<file path="config.mk">
export PLATFORM = sky130hd
export DESIGN_NAME = scpd_top
export DESIGN_NICKNAME = d
export VERILOG_FILES = /design/src/hdl/scpd_pkg.sv /design/src/hdl/scpd_sync.sv /design/src/hdl/scpd_top.sv
export SDC_FILE = /design/constraint.sdc
export NUM_CORES = 1
export LEC_CHECK = 0
export BUFFER_PORTS_ARGS = -buffer_cell sky130_fd_sc_hd__buf_2
export CAP_MARGIN = 20
export CELL_PAD_IN_SITES_DETAIL_PLACEMENT = 0
export CELL_PAD_IN_SITES_GLOBAL_PLACEMENT = 1
export CORE_AREA = 5 5 42 44
export CTS_CLUSTER_SIZE = 12
export DETAILED_ROUTE_END_ITERATION = 8
export DIE_AREA = 0 0 47 49
export PLACE_DENSITY_LB_ADDON = 0.1
export SLEW_MARGIN = 5
export SYNTH_ARGS = -nofsm -noshare
export SYNTH_HDL_FRONTEND = slang
export SYNTH_SLANG_ARGS = --single-unit
export TNS_END_PERCENT = 5
</file>
<file path="constraint.sdc">
create_clock -name sys_clk_i -period 1.4 [get_ports sys_clk_i]
set_clock_uncertainty 0.1 [all_clocks]
set_input_delay 0.07 -clock sys_clk_i [delete_from_list [all_inputs] [get_ports sys_clk_i]]
set_output_delay 0.07 -clock sys_clk_i [all_outputs]
set_load 0.05 [all_outputs]
</file>
<file path="src/hdl/scpd_pkg.sv">
// Purpose: Constants for the card presence detect block
// Assumes: One 20 MHz clock, synchronous active-low reset
// Notes:   Settings are plain inputs; no software-visible registers
package scpd_pkg;
  localparam logic       HOT_PLUG_RESET = 1'b1;
  localparam logic       POLARITY_HIGH  = 1'b1;
  localparam int         SYNC_STAGES    = 2;
  localparam logic [1:0] SYNC_RESET     = 2'h0;
  typedef enum logic [2:0] {
    SCPD_NO_CARD,
    SCPD_INIT,
    SCPD_REG,
    SCPD_READY
  } scpd_state_t;
endpackage

</file>
<file path="src/hdl/scpd_sync.sv">
// Purpose: Two flip-flop level synchroniser
// Assumes: Input may change at any time
// Notes:   First stage is read only by the second
module scpd_sync
  import scpd_pkg::*;
(
  // Clock and reset
  input  wire logic sys_clk_i,
  input  wire logic reset_n_i,
  // Level
  input  wire logic level_i,
  output logic      level_o
);
  logic [1:0] stage;

  always_ff @(posedge sys_clk_i) begin
    if (!reset_n_i) begin
      stage <= SYNC_RESET;
    end else begin
      stage <= {stage[0], level_i};
    end
  end

  assign level_o = stage[1];
endmodule

</file>
<file path="src/hdl/scpd_top.sv">
// Purpose: Card slot hot-plug presence detection and card session control
// Assumes: Card handler reports init done; settings are static levels
// Notes:   Start-up sample is taken on the first synchronised cycle after reset
module scpd_top
  import scpd_pkg::*;
(
  // Clock and reset
  input  wire logic sys_clk_i,
  input  wire logic reset_n_i,
  // Slot and settings
  input  wire logic card_detect_in_i,
  input  wire logic hot_plug_enable_setting_i,
  input  wire logic detect_polarity_setting_i,
  // Card handler
  input  wire logic card_info_read_i,
  output logic      card_present_o,
  output logic      card_init_start_o,
  output logic      card_access_en_o,
  output logic      net_register_o
);
  logic        det_sync;
  logic        det_active;
  logic        boot_sampled;
  logic        boot_present;
  logic        present;
  scpd_state_t state;

  scpd_sync u_sync (
    .sys_clk_i (sys_clk_i),
    .reset_n_i (reset_n_i),
    .level_i   (card_detect_in_i),
    .level_o   (det_sync)
  );

  // Active level: polarity 1 high-active, 0 low-active
  assign det_active = detect_polarity_setting_i ? det_sync : !det_sync;

  // Wait for synchroniser to fill before the start-up sample
  logic [1:0] fill;
  always_ff @(posedge sys_clk_i) begin
    if (!reset_n_i) begin
      fill         <= 2'h0;
      boot_sampled <= 1'b0;
      boot_present <= 1'b0;
    end else if (fill != 2'h2) begin
      fill <= fill + 2'h1;
    end else if (!boot_sampled) begin
      boot_sampled <= 1'b1;
      boot_present <= det_active;
    end
  end

  // Enabled: follow detect level; disabled: hold start-up sample
  assign present = hot_plug_enable_setting_i ? det_active : boot_present;

  always_ff @(posedge sys_clk_i) begin
    if (!reset_n_i) begin
      state             <= SCPD_NO_CARD;
      card_init_start_o <= 1'b0;
      net_register_o    <= 1'b0;
    end else begin
      card_init_start_o <= 1'b0;
      net_register_o    <= 1'b0;
      if (!boot_sampled) begin
        state <= SCPD_NO_CARD;
      end else if (!present) begin
        state <= SCPD_NO_CARD;
      end else begin
        case (state)
          SCPD_NO_CARD: begin
            state             <= SCPD_INIT;
            card_init_start_o <= 1'b1;
          end
          SCPD_INIT: begin
            if (card_info_read_i) begin
              state          <= SCPD_REG;
              net_register_o <= 1'b1;
            end
          end
          // Registration has been triggered; the session is now up
          SCPD_REG: begin
            state <= SCPD_READY;
          end
          SCPD_READY: state <= SCPD_READY;
          default:    state <= SCPD_NO_CARD;
        endcase
      end
    end
  end

  always_ff @(posedge sys_clk_i) begin
    if (!reset_n_i) begin
      card_present_o   <= 1'b0;
      card_access_en_o <= 1'b0;
    end else begin
      card_present_o   <= boot_sampled && present;
      card_access_en_o <= boot_sampled && present;
    end
  end

  property p_remove;
    @(posedge sys_clk_i) disable iff (!reset_n_i)
      (boot_sampled && hot_plug_enable_setting_i && !det_active) |=> !card_access_en_o;
  endproperty
  card_removal_stop_a: assert property (p_remove)
    else $error("card access not stopped on removal");

  init_on_insert_a: assert property (@(posedge sys_clk_i) disable iff (!reset_n_i)
      (state == SCPD_NO_CARD && boot_sampled && present) |=> card_init_start_o)
    else $error("init not started on insertion");

  register_after_info_a: assert property (@(posedge sys_clk_i) disable iff (!reset_n_i)
      net_register_o |-> $past(state) == SCPD_INIT && $past(card_info_read_i))
    else $error("registration without card info");

  disabled_ignore_a: assert property (@(posedge sys_clk_i) disable iff (!reset_n_i)
      (boot_sampled && !hot_plug_enable_setting_i) |=> card_present_o == boot_present)
    else $error("detect input not ignored when disabled");

  polarity_high_a: assert property (@(posedge sys_clk_i) disable iff (!reset_n_i)
      (boot_sampled && hot_plug_enable_setting_i && detect_polarity_setting_i)
        |=> card_present_o == $past(det_sync))
    else $error("active-high presence wrong");

  polarity_low_a: assert property (@(posedge sys_clk_i) disable iff (!reset_n_i)
      (boot_sampled && hot_plug_enable_setting_i && !detect_polarity_setting_i)
        |=> card_present_o == !$past(det_sync))
    else $error("active-low presence wrong");

  absent_high_a: assert property (@(posedge sys_clk_i) disable iff (!reset_n_i)
      (hot_plug_enable_setting_i && detect_polarity_setting_i && !det_sync)
        |=> !card_present_o)
    else $error("low level shown as present");

  sync_delay_a: assert property (@(posedge sys_clk_i) disable iff (!reset_n_i)
      $rose(det_sync) |-> $past(card_detect_in_i, 2))
    else $error("detect not synchronised");

  start_state_a: assert property (@(posedge sys_clk_i) disable iff (!reset_n_i)
      !boot_sampled |-> state == SCPD_NO_CARD && !card_access_en_o)
    else $error("activity before start-up sample");

  // Session, output shape and start-up sample checks
  access_follows_a: assert property (@(posedge sys_clk_i) disable iff (!reset_n_i)
      card_access_en_o == card_present_o)
    else $error("access enable differs from presence");

  property p_init_pulse;
    @(posedge sys_clk_i) disable iff (!reset_n_i)
      card_init_start_o |=> !card_init_start_o;
  endproperty
  init_pulse_a: assert property (p_init_pulse)
    else $error("init start longer than one cycle");

  property p_register_pulse;
    @(posedge sys_clk_i) disable iff (!reset_n_i)
      net_register_o |=> !net_register_o;
  endproperty
  register_pulse_a: assert property (p_register_pulse)
    else $error("registration longer than one cycle");

  property p_init_cause;
    @(posedge sys_clk_i) disable iff (!reset_n_i)
      card_init_start_o |-> $past(present) && $past(state) == SCPD_NO_CARD;
  endproperty
  init_needs_card_a: assert property (p_init_cause)
    else $error("init started without a card");

  property p_info_ignored;
    @(posedge sys_clk_i) disable iff (!reset_n_i)
      (state != SCPD_INIT && card_info_read_i) |=> !net_register_o;
  endproperty
  info_ignored_a: assert property (p_info_ignored)
    else $error("registration outside init");

  property p_removal_idle;
    @(posedge sys_clk_i) disable iff (!reset_n_i)
      (boot_sampled && !present) |=> state == SCPD_NO_CARD;
  endproperty
  removal_idle_a: assert property (p_removal_idle)
    else $error("session kept after removal");

  property p_boot_stable;
    @(posedge sys_clk_i) disable iff (!reset_n_i)
      boot_sampled |=> boot_sampled && $stable(boot_present);
  endproperty
  boot_stable_a: assert property (p_boot_stable)
    else $error("start-up sample changed");

  sync_fill_a: assert property (@(posedge sys_clk_i) disable iff (!reset_n_i)
      (fill != 2'h2) |-> !boot_sampled)
    else $error("sample taken before synchroniser filled");

  property p_enabled_follow;
    @(posedge sys_clk_i) disable iff (!reset_n_i)
      (boot_sampled && hot_plug_enable_setting_i) |=> card_present_o == $past(det_active);
  endproperty
  enabled_follow_a: assert property (p_enabled_follow)
    else $error("presence not following detect level");

  low_absent_a: assert property (@(posedge sys_clk_i) disable iff (!reset_n_i)
      (hot_plug_enable_setting_i && !detect_polarity_setting_i && det_sync)
        |=> !card_present_o)
    else $error("high level shown as present when active low");

  property p_reg_state;
    @(posedge sys_clk_i) disable iff (!reset_n_i)
      state == SCPD_REG |=> state == SCPD_READY || state == SCPD_NO_CARD;
  endproperty
  reg_state_a: assert property (p_reg_state)
    else $error("registration state not left");

  single_init_a: assert property (@(posedge sys_clk_i) disable iff (!reset_n_i)
      state == SCPD_READY |-> !card_init_start_o)
    else $error("init restarted while ready");

  cover_insert_c:   cover property (@(posedge sys_clk_i) card_init_start_o);
  cover_register_c: cover property (@(posedge sys_clk_i) net_register_o);
  cover_remove_c:   cover property (@(posedge sys_clk_i) $fell(card_access_en_o));
  cover_low_c:      cover property (@(posedge sys_clk_i)
      !detect_polarity_setting_i && card_present_o);
  cover_disabled_c: cover property (@(posedge sys_clk_i)
      !hot_plug_enable_setting_i && boot_sampled && card_present_o);
endmodule

</file>
==> results of run 1 <==
[worst max-delay path: cells and delay by family]
kind                   cells  cell delay, ns
buffers and inverters      3            1.18
AND/OR/NAND/NOR            1            0.13
[power by group]
part	internal (mW)	total (mW)	leakage (nW)	switching (mW)
sequential	0.359	0.389	0.0898	0.0298
combinational	0.0924	0.181	0.120	0.0886
clock	0.106	0.213	0.0177	0.108
[worst paths after layout]
| check | to | depth (start not counted) |
|---|---|---|
| min reg2reg | u_sync.stage[1] | 1 |
| min | card_access_en_o | 3 |
| max | u_sync.stage[0] | 4 |
| max reg2reg | boot_present | 5 |
[what timing repair did]
| item | 4_1_cts | 5_1_grt |
|---|---|---|
| hold buffers | 4 | 0 |
| gates resized for setup | 0 | 1 |
| endpoints found under the hold margin | 6 | 0 |
| setup endpoints to repair | 0 | 1 |
| buffers inserted | 0 | 0 |
[cell type report]
type,instances,share of cell area
Inverter,1,0.00704
Tap cell,16,0.0376
Timing Repair Buffer,12,0.155
Multi-Input combinational cell,23,0.336
Clock buffer,3,0.0423
Clock inverter,1,0.00939
Sequential cell,11,0.413
[cells by family after synthesis]
| kind of cell | Yosys count |
|---|---|
| flip-flops | 11 |
| XOR/XNOR | 2 |
| adder cells (fa/ha/maj) | 1 |
| multiplexers | 2 |
| buffers and inverters | 2 |
| AND/OR/NAND/NOR | 15 |
| AO/OA/AOI/OAI | 3 |
[layer usage]
metal	share of wire	up-vias	track usage
met4	0	0	0.0415
met1	0.41	131	0.0757
met3	0.10	0	0.0221
met2	0.48	8	0.109
li1	-	149	-
met5	0	-	0
[layout by cell type, fill, tap and decap left out, types with 2 or more instances in the layout]
cell           Yosys  final
and2_1             4      4
buf_2              0      8
nand2_1            3      3
dlygate4sd3_1      0      3
nor2_1             2      2
nor4_2             2      2
clkbuf_4           0      3
nor2b_1            2      2
dfxtp_1           11     11
nor3_1             2      2
[sequential cells by signal, summed over array words and instances (netlist names)]
signal / count
card_init_start_o: 1
state: 2
fill: 2
boot_present: 1
boot_sampled: 1
u_sync.stage: 2
net_register_o: 1
card_access_en_o: 1
==> impl_metrics.env, run 1 <==
export IMPL_clk_pin_slew_worst_paths_ns=0.06
export IMPL_n_antenna_cell=0
export IMPL_hp_class="in -> reg"
export IMPL_crit_required_ns=1.45
export IMPL_path_common_cell="dlygate4sd3_1"
export IMPL_clockBufferDepth=2
export IMPL_max_stage_delay_ns=0.54
export IMPL_period_needed_ns=1.34
export IMPL_dpl_cell_area_um2=468
export IMPL_netlist_cell_type_count=17
export IMPL_ir_drop_mv=0.562
export IMPL_finalHoldViolations=0
export IMPL_pin_count=10
export IMPL_yosys_warnings=0
export IMPL_synth_fa_ha_area_frac=0.0305
export IMPL_synth_edff_count=0
export IMPL_die_area_um2=2300
export IMPL_final_net_count=59
export IMPL_synth_top_area_share=0.537
export IMPL_synthTopCellsByArea="dfxtp_1 54%, and2_1 6.1%, nor4_2 6.1%, mux2i_4 5.5%, xnor2_2 4.0%"
export IMPL_via_count=288
export IMPL_cp_arrival_ns=1.39
export IMPL_die_x_um=47
export IMPL_finalNonFillerCells=67
export IMPL_leakage_nw=0.227
export IMPL_status="complete, no violations"
export IMPL_drt_wl_total_um=666
export IMPL_cts_root_buf="clkbuf_4"
export IMPL_htree_levels=1
export IMPL_rsz0062_at_grt="no"
export IMPL_coreArea_um2=1400
export IMPL_synth_compound_area_frac=0.0427
export IMPL_tightestPinTransition_ns=0.228
export IMPL_die_h_um=49
export IMPL_start_util=0.293
export IMPL_fin_total_pwr_mw=0.783
export IMPL_fmax_ghz=0.744
export IMPL_yosysTopAreaCell="dfxtp_1"
export IMPL_critPathKind="in -> reg"
export IMPL_netlist_top_cells_count="11 x dfxtp_1, 4 x and2_1, 3 x nand2_1"
export IMPL_first_pass_iters=2
export IMPL_final_area_um2=533
export IMPL_utilization=0.380
export IMPL_drive_gt1_frac=0.314
export IMPL_final_max_slew_violation_count=0
export IMPL_grt_pass1_wl_um=1150
export IMPL_dpl_worst_slack_ns=0.144
export IMPL_grt_start_max_net_pins=8
export IMPL_fin_hold_ws_ns=0.0548
export IMPL_multi_input_area_um2=179
export IMPL_yosysMostFrequentCell="dfxtp_1"
export IMPL_clock_latency_ns=0.27
export IMPL_finalCritPeriodShare=0.961
export IMPL_synth_nets=43
export IMPL_ys_async_sr_fraction=0
export IMPL_placedCellCount=60
export IMPL_path_cells="dlygate4sd3_1 > buf_2 > and2_1 > dlygate4sd3_1"
export IMPL_r2r_start="fill[0]"
export IMPL_ys_seq_area_frac=0.537
export IMPL_drt_first_iter_violations=2
export IMPL_crit_start="card_detect_in_i"
export IMPL_cts_sinks=11
export IMPL_synth_area_mux_share=0.0793
export IMPL_finalWorstSetupSlack_ns=0.0551
export IMPL_syn_avg_cell_area_um2=11.4
export IMPL_setup_viol=0
export IMPL_place_port_buffers=9
export IMPL_cp_end_kind="register"
export IMPL_synth_top_family_by_area="simple AND/OR/NAND/NOR gates"
export IMPL_numCtsBuffers=3
export IMPL_crit_slowest_cell="dlygate4sd3_1"
export IMPL_cts_tree="built"
export IMPL_drc=0
export IMPL_reg2reg_setup_slack_ns=0.13
export IMPL_relSlewSlack=0.844
export IMPL_grt_pass1_vias=302
export IMPL_worst_path_max_fanout=1
export IMPL_row_count=14
export IMPL_startpoint_type="input pin"
export IMPL_grt_ovfl_total=0
export IMPL_fin_setup_tns_ns=0
export IMPL_seqCellArea_um2=220
export IMPL_grt_usage=0.0686
export IMPL_synthToLayoutAreaGrowth_pct=29.9
export IMPL_drv_cap=0
export IMPL_power_density_nw_per_um2=1470
export IMPL_gp_congestion=0.685
export IMPL_wl_per_cell_um=9.94
export IMPL_antenna_found_initial=0
export IMPL_synth_simple_area_share=0.223
export IMPL_synth_flop_cell="dfxtp_1"
export IMPL_fillers=165
export IMPL_ant_nets=0
export IMPL_syn_cell_area_um2=410
export IMPL_viasPerCell=4.30
export IMPL_synth_cells=36
export IMPL_ys_ff_latch=11
export IMPL_worstHoldStart="hot_plug_enable_setting_i"
export IMPL_synthXorXnorAreaFrac=0.0610
Power figures use the tool's default switching activity.
==> run 2, diff against run 1 <==
--- a/config.mk
+++ b/config.mk
@@ -13,7 +13,7 @@
 export CTS_CLUSTER_SIZE = 12
 export DETAILED_ROUTE_END_ITERATION = 8
 export DIE_AREA = 0 0 47 49
-export PLACE_DENSITY_LB_ADDON = 0.1
+export PLACE_DENSITY = 0.63
 export SLEW_MARGIN = 5
 export SYNTH_ARGS = -nofsm -noshare
 export SYNTH_HDL_FRONTEND = slang
==> run 2 against run 1 <==
Net effect: power down 1.5%; die area unchanged; combinational power about the same; utilization up 0.089 points; sequential cell count unchanged; largest cell class unchanged.
==> impl_metrics.env, run 2 (synthesis gave the netlist of run 1 again) <==
export IMPL_via_count=278
export IMPL_dpl_cell_area_um2=468
export IMPL_htree_levels=1
export IMPL_grt_usage=0.0609
export IMPL_cts_root_buf="clkbuf_4"
export IMPL_clock_latency_ns=0.26
export IMPL_fin_setup_tns_ns=0
export IMPL_drive_gt1_frac=0.308
export IMPL_dp_hpwl_um=417
export IMPL_reg_largest_list="fill: 2 flops, state: 2 flops, u_sync.stage: 2 flops"
export IMPL_rsz0062_at_grt="no"
export IMPL_die_area_um2=2300
export IMPL_viasPerCell=4.09
export IMPL_final_common_cell="dfxtp_1"
export IMPL_grt_use_met2=0.0950
export IMPL_crit_required_ns=1.45
export IMPL_first_pass_iters=2
export IMPL_finalNonFillerCells=68
export IMPL_busiest_layer="met2"
export IMPL_finalCritPeriodShare=0.981
export IMPL_seqCellArea_um2=220
export IMPL_grt_pass1_vias=256
export IMPL_status="complete, no violations"
export IMPL_critPathKind="in -> reg"
export IMPL_hp_class="in -> reg"
export IMPL_grtUsageMet3=0.0664
export IMPL_place_port_buffers=9
export IMPL_clk_pin_slew_worst_paths_ns=0.07
export IMPL_drt_first_iter_violations=3
export IMPL_n_antenna_cell=0
export IMPL_grt_pass1_wl_um=979
export IMPL_start_util=0.293
export IMPL_fmax_ghz=0.728
export IMPL_final_area_um2=534
export IMPL_gp_congestion=0.616
export IMPL_drt_wl_total_um=603
export IMPL_startpoint_type="input pin"
export IMPL_final_max_slew_violation_count=0
export IMPL_worst_path_max_fanout=7
export IMPL_wl_per_cell_um=8.87
export IMPL_grt_ovfl_total=0
export IMPL_drv_cap=0
export IMPL_row_count=14
export IMPL_multi_input_area_um2=179
export IMPL_layout_common_cells="11 x dfxtp_1, 9 x buf_2, 4 x and2_1, 4 x dlygate4sd3_1"
export IMPL_tightestPinTransition_ns=0.239
export IMPL_cp_end_kind="register"
export IMPL_setup_viol=0
export IMPL_cp_arrival_ns=1.42
export IMPL_grtUsageMet1=0.0580
export IMPL_ir_drop_mv=0.628
export IMPL_antenna_found_initial=0
export IMPL_ant_nets=0
export IMPL_placedCellCount=60
export IMPL_drc=0
export IMPL_finalHoldViolations=0
export IMPL_die_h_um=49
export IMPL_pin_count=10
export IMPL_period_needed_ns=1.37
export IMPL_numCtsBuffers=3
export IMPL_synthToLayoutAreaGrowth_pct=30.2
export IMPL_clockBufferDepth=2
export IMPL_grt_start_max_net_pins=8
export IMPL_final_net_count=60
export IMPL_cts_sinks=11
export IMPL_power_density_nw_per_um2=1440
export IMPL_cts_tree="built"
export IMPL_relSlewSlack=0.837
export IMPL_coreArea_um2=1400
export IMPL_cts_resized=0
export IMPL_fillers=152
export IMPL_leakage_nw=0.220
export IMPL_die_x_um=47
run 2: cell types whose count changed in the layout (fill, tap and decap cells not counted), sizes merged:
cell,previous run,this run
buf,8,9
clkbuf,3,4
dlygate4sd3,3,4
dlymetal6s4s,1,0
clkinv,1,0
run 2: worst max-delay path: stages:
cell and delay, ns:
dlygate4sd3_1 0.53, buf_2 0.15, and2_1 0.13, dlygate4sd3_1 0.54
run 2: layout make-up:
| cell class | count | share of cell area |
|---|---|---|
| sequential | 11 | 0.412 |
| multi-input combinational | 23 | 0.335 |
| timing repair buffer | 13 | 0.159 |
| clock buffer | 4 | 0.0492 |
| tap | 16 | 0.0375 |
| inverter | 1 | 0.00703 |
run 2: final timing paths:
path,start,to,slack [ns],cells after the start
hold reg to reg,u_sync.stage[0],u_sync.stage[1],0.34,1
setup / recovery,reset_n_i,u_sync.stage[0],0.03,4
setup reg to reg,fill[0],boot_present,0.15,5
hold / removal,hot_plug_enable_setting_i,card_access_en_o,0.05,3
run 2: timing repair:
item	in CTS	in global routing
hold buffers	4	0
hold endpoints to repair	7	0
setup buffers	0	0
run 2: where the power goes:
group          total [mW]  switching, mW  leakage (nW)  internal, mW
clock network       0.206         0.0959        0.0150         0.110
logic               0.180         0.0878         0.115        0.0927
registers           0.385         0.0260        0.0898         0.359
total               0.771          0.210         0.220         0.562
run 2: per-stage QoR:
stage / total power, mW / setup slack [ns] / hold slack (ns) / utilization
after CTS: 0.787 / 0.0343 / 0.0506 / 0.381
after global placement: 0.564 / 0.131 / 0.183 / 0.334
after detailed placement: 0.566 / 0.139 / 0.182 / 0.334
after floorplan: 0.533 / 0.232 / 0.0877 / -
after global routing: 0.831 / 0.00766 / 0.0512 / 0.381
final: 0.771 / 0.0269 / 0.0516 / 0.381
run 2: metal layers:
layer  wire length (µm)  part of all wire
met1                247              0.41
met2                281              0.47
met3                 75              0.12
met4                  0                 0
met5                  0                 0
==> run 3, diff against run 2 <==
--- a/config.mk
+++ b/config.mk
@@ -7,13 +7,11 @@
 export LEC_CHECK = 0
 export BUFFER_PORTS_ARGS = -buffer_cell sky130_fd_sc_hd__buf_2
 export CAP_MARGIN = 20
-export CELL_PAD_IN_SITES_DETAIL_PLACEMENT = 0
-export CELL_PAD_IN_SITES_GLOBAL_PLACEMENT = 1
 export CORE_AREA = 5 5 42 44
 export CTS_CLUSTER_SIZE = 12
 export DETAILED_ROUTE_END_ITERATION = 8
 export DIE_AREA = 0 0 47 49
-export PLACE_DENSITY = 0.63
+export PLACE_DENSITY = 0.52
 export SLEW_MARGIN = 5
 export SYNTH_ARGS = -nofsm -noshare
 export SYNTH_HDL_FRONTEND = slang
==> run 3 against run 2 <==
Net effect: sequential share of layout area is 0.096 points lower; sequential cell count unchanged; clock-buffer cell count fell by 1; die area did not move; combinational power about the same; highest routed layer unchanged.
==> impl_metrics.env, run 3 (synthesis gave the netlist of run 1 again) <==
export IMPL_rr_worst_depth=5
export IMPL_gp_congestion=0.626
export IMPL_row_count=14
export IMPL_cts_root_buf="clkbuf_4"
export IMPL_htree_levels=1
export IMPL_clockBufferDepth=2
export IMPL_reg2reg_setup_slack_ns=0.14
export IMPL_finalCritPeriodShare=0.971
export IMPL_utilization=0.382
export IMPL_drive_gt1_frac=0.327
export IMPL_final_net_count=60
export IMPL_grt_ovfl_total=0
export IMPL_cts_sinks=11
export IMPL_power_density_nw_per_um2=1460
export IMPL_via_count=275
export IMPL_grt_usage=0.0593
export IMPL_grt_pass1_wl_um=876
export IMPL_start_util=0.293
export IMPL_hold_path_depth=3
export IMPL_clock_latency_ns=0.27
export IMPL_wl_met2_um=215
export IMPL_drt_wl_total_um=582
export IMPL_r2r_start="fill[0]"
export IMPL_startpoint_type="input pin"
export IMPL_drc=0
export IMPL_hp_class="in -> reg"
export IMPL_wl_per_cell_um=8.56
export IMPL_antenna_found_initial=0
export IMPL_tightestPinTransition_ns=0.232
export IMPL_grt_pass1_vias=211
export IMPL_r2r_end="boot_present"
export IMPL_finalHoldViolations=0
export IMPL_dp_hpwl_um=425
export IMPL_drv_cap=0
export IMPL_first_pass_iters=4
export IMPL_cts_resized=0
export IMPL_crit_required_ns=1.47
export IMPL_clk_pin_slew_worst_paths_ns=0.08
export IMPL_die_h_um=49
export IMPL_viasPerCell=4.04
export IMPL_period_needed_ns=1.36
export IMPL_synthToLayoutAreaGrowth_pct=30.5
export IMPL_dpl_worst_slack_ns=0.142
export IMPL_die_area_um2=2300
export IMPL_die_x_um=47
export IMPL_wl_met3_um=89
export IMPL_rsz0062_at_grt="no"
export IMPL_pin_count=10
export IMPL_numCtsBuffers=3
export IMPL_layout_common_cells="11 x dfxtp_1, 9 x buf_2, 4 x and2_1, 4 x dlygate4sd3_1"
export IMPL_fin_total_pwr_mw=0.782
export IMPL_ant_nets=0
export IMPL_place_port_buffers=9
export IMPL_highest_layer="met3"
export IMPL_fillers=153
export IMPL_cp_end_kind="register"
export IMPL_final_common_cell="dfxtp_1"
export IMPL_coreArea_um2=1400
export IMPL_cp_arrival_ns=1.43
export IMPL_dpl_cell_area_um2=468
export IMPL_final_area_um2=536
export IMPL_hold_end="card_access_en_o"
export IMPL_reg_largest_list="fill: 2 flops, state: 2 flops, u_sync.stage: 2 flops"
export IMPL_n_antenna_cell=0
export IMPL_ir_drop_mv=0.886
export IMPL_final_max_slew_violation_count=0
export IMPL_grt_start_max_net_pins=8
export IMPL_status="complete, no violations"
export IMPL_critPathKind="in -> reg"
export IMPL_relSlewSlack=0.842
export IMPL_drt_first_iter_violations=1
export IMPL_worst_path_max_fanout=7
export IMPL_fmax_ghz=0.736
export IMPL_leakage_nw=0.222
export IMPL_setup_viol=0
export IMPL_fin_setup_tns_ns=0
export IMPL_worstHoldStart="hot_plug_enable_setting_i"
export IMPL_wl_met1_um=277
export IMPL_finalWorstSetupSlack_ns=0.0410
export IMPL_cts_tree="built"
-- run 3: metal layers --
layer | vias up | track usage
li1 | 149 | -
met1 | 114 | 0.0710
met2 | 12 | 0.0633
met3 | 0 | 0.0775
met4 | 0 | 0.0138
met5 | - | 0
-- run 3: per-stage QoR --
| step | hold WS, ns | cells |
|---|---|---|
| global route | 0.0373 | 68 |
| finish | 0.0510 | 68 |
| detailed placement | 0.183 | 60 |
| floorplan | 0.0877 | 36 |
| CTS | 0.0464 | 68 |
| global placement | 0.178 | 60 |
-- run 3: layout make-up --
class	instances	area (µm²)	share of cell area
tap	16	20.0	0.0374
clock inverter	1	5.00	0.00935
multi-input combinational	23	179	0.334
timing repair buffer	13	85.1	0.159
clock buffer	3	22.5	0.0421
sequential	11	220	0.411
inverter	1	3.75	0.00701
-- run 3: power by group --
group / total [mW] / switching, mW / internal (mW)
Sequential: 0.385 / 0.0262 / 0.359
Combinational: 0.180 / 0.0877 / 0.0924
Clock: 0.217 / 0.112 / 0.106
-- run 3: what timing repair did --
item | CTS | global route
hold endpoints to repair | 7 | 0
hold buffers | 4 | 0
buffers inserted | 0 | 0
-- run 3: worst max-delay path, stage by stage --
cell and delay [ns]:
dlygate4sd3_1 0.53, buf_2 0.16, and2_1 0.13, dlygate4sd3_1 0.54
-- run 3: how the worst max path moves through the flow --
stage               from         endpoint  slack, ns  depth (start not counted)
2_1_floorplan    fill[0]     boot_present       0.23                          5
3_3_place_gp     fill[0]     boot_present       0.18                          5
3_5_place_dp     fill[0]     boot_present       0.14                          5
4_1_cts        reset_n_i  u_sync.stage[0]       0.05                          4
5_1_grt        reset_n_i  u_sync.stage[0]       0.02                          4
6_report       reset_n_i  u_sync.stage[0]       0.04                          4
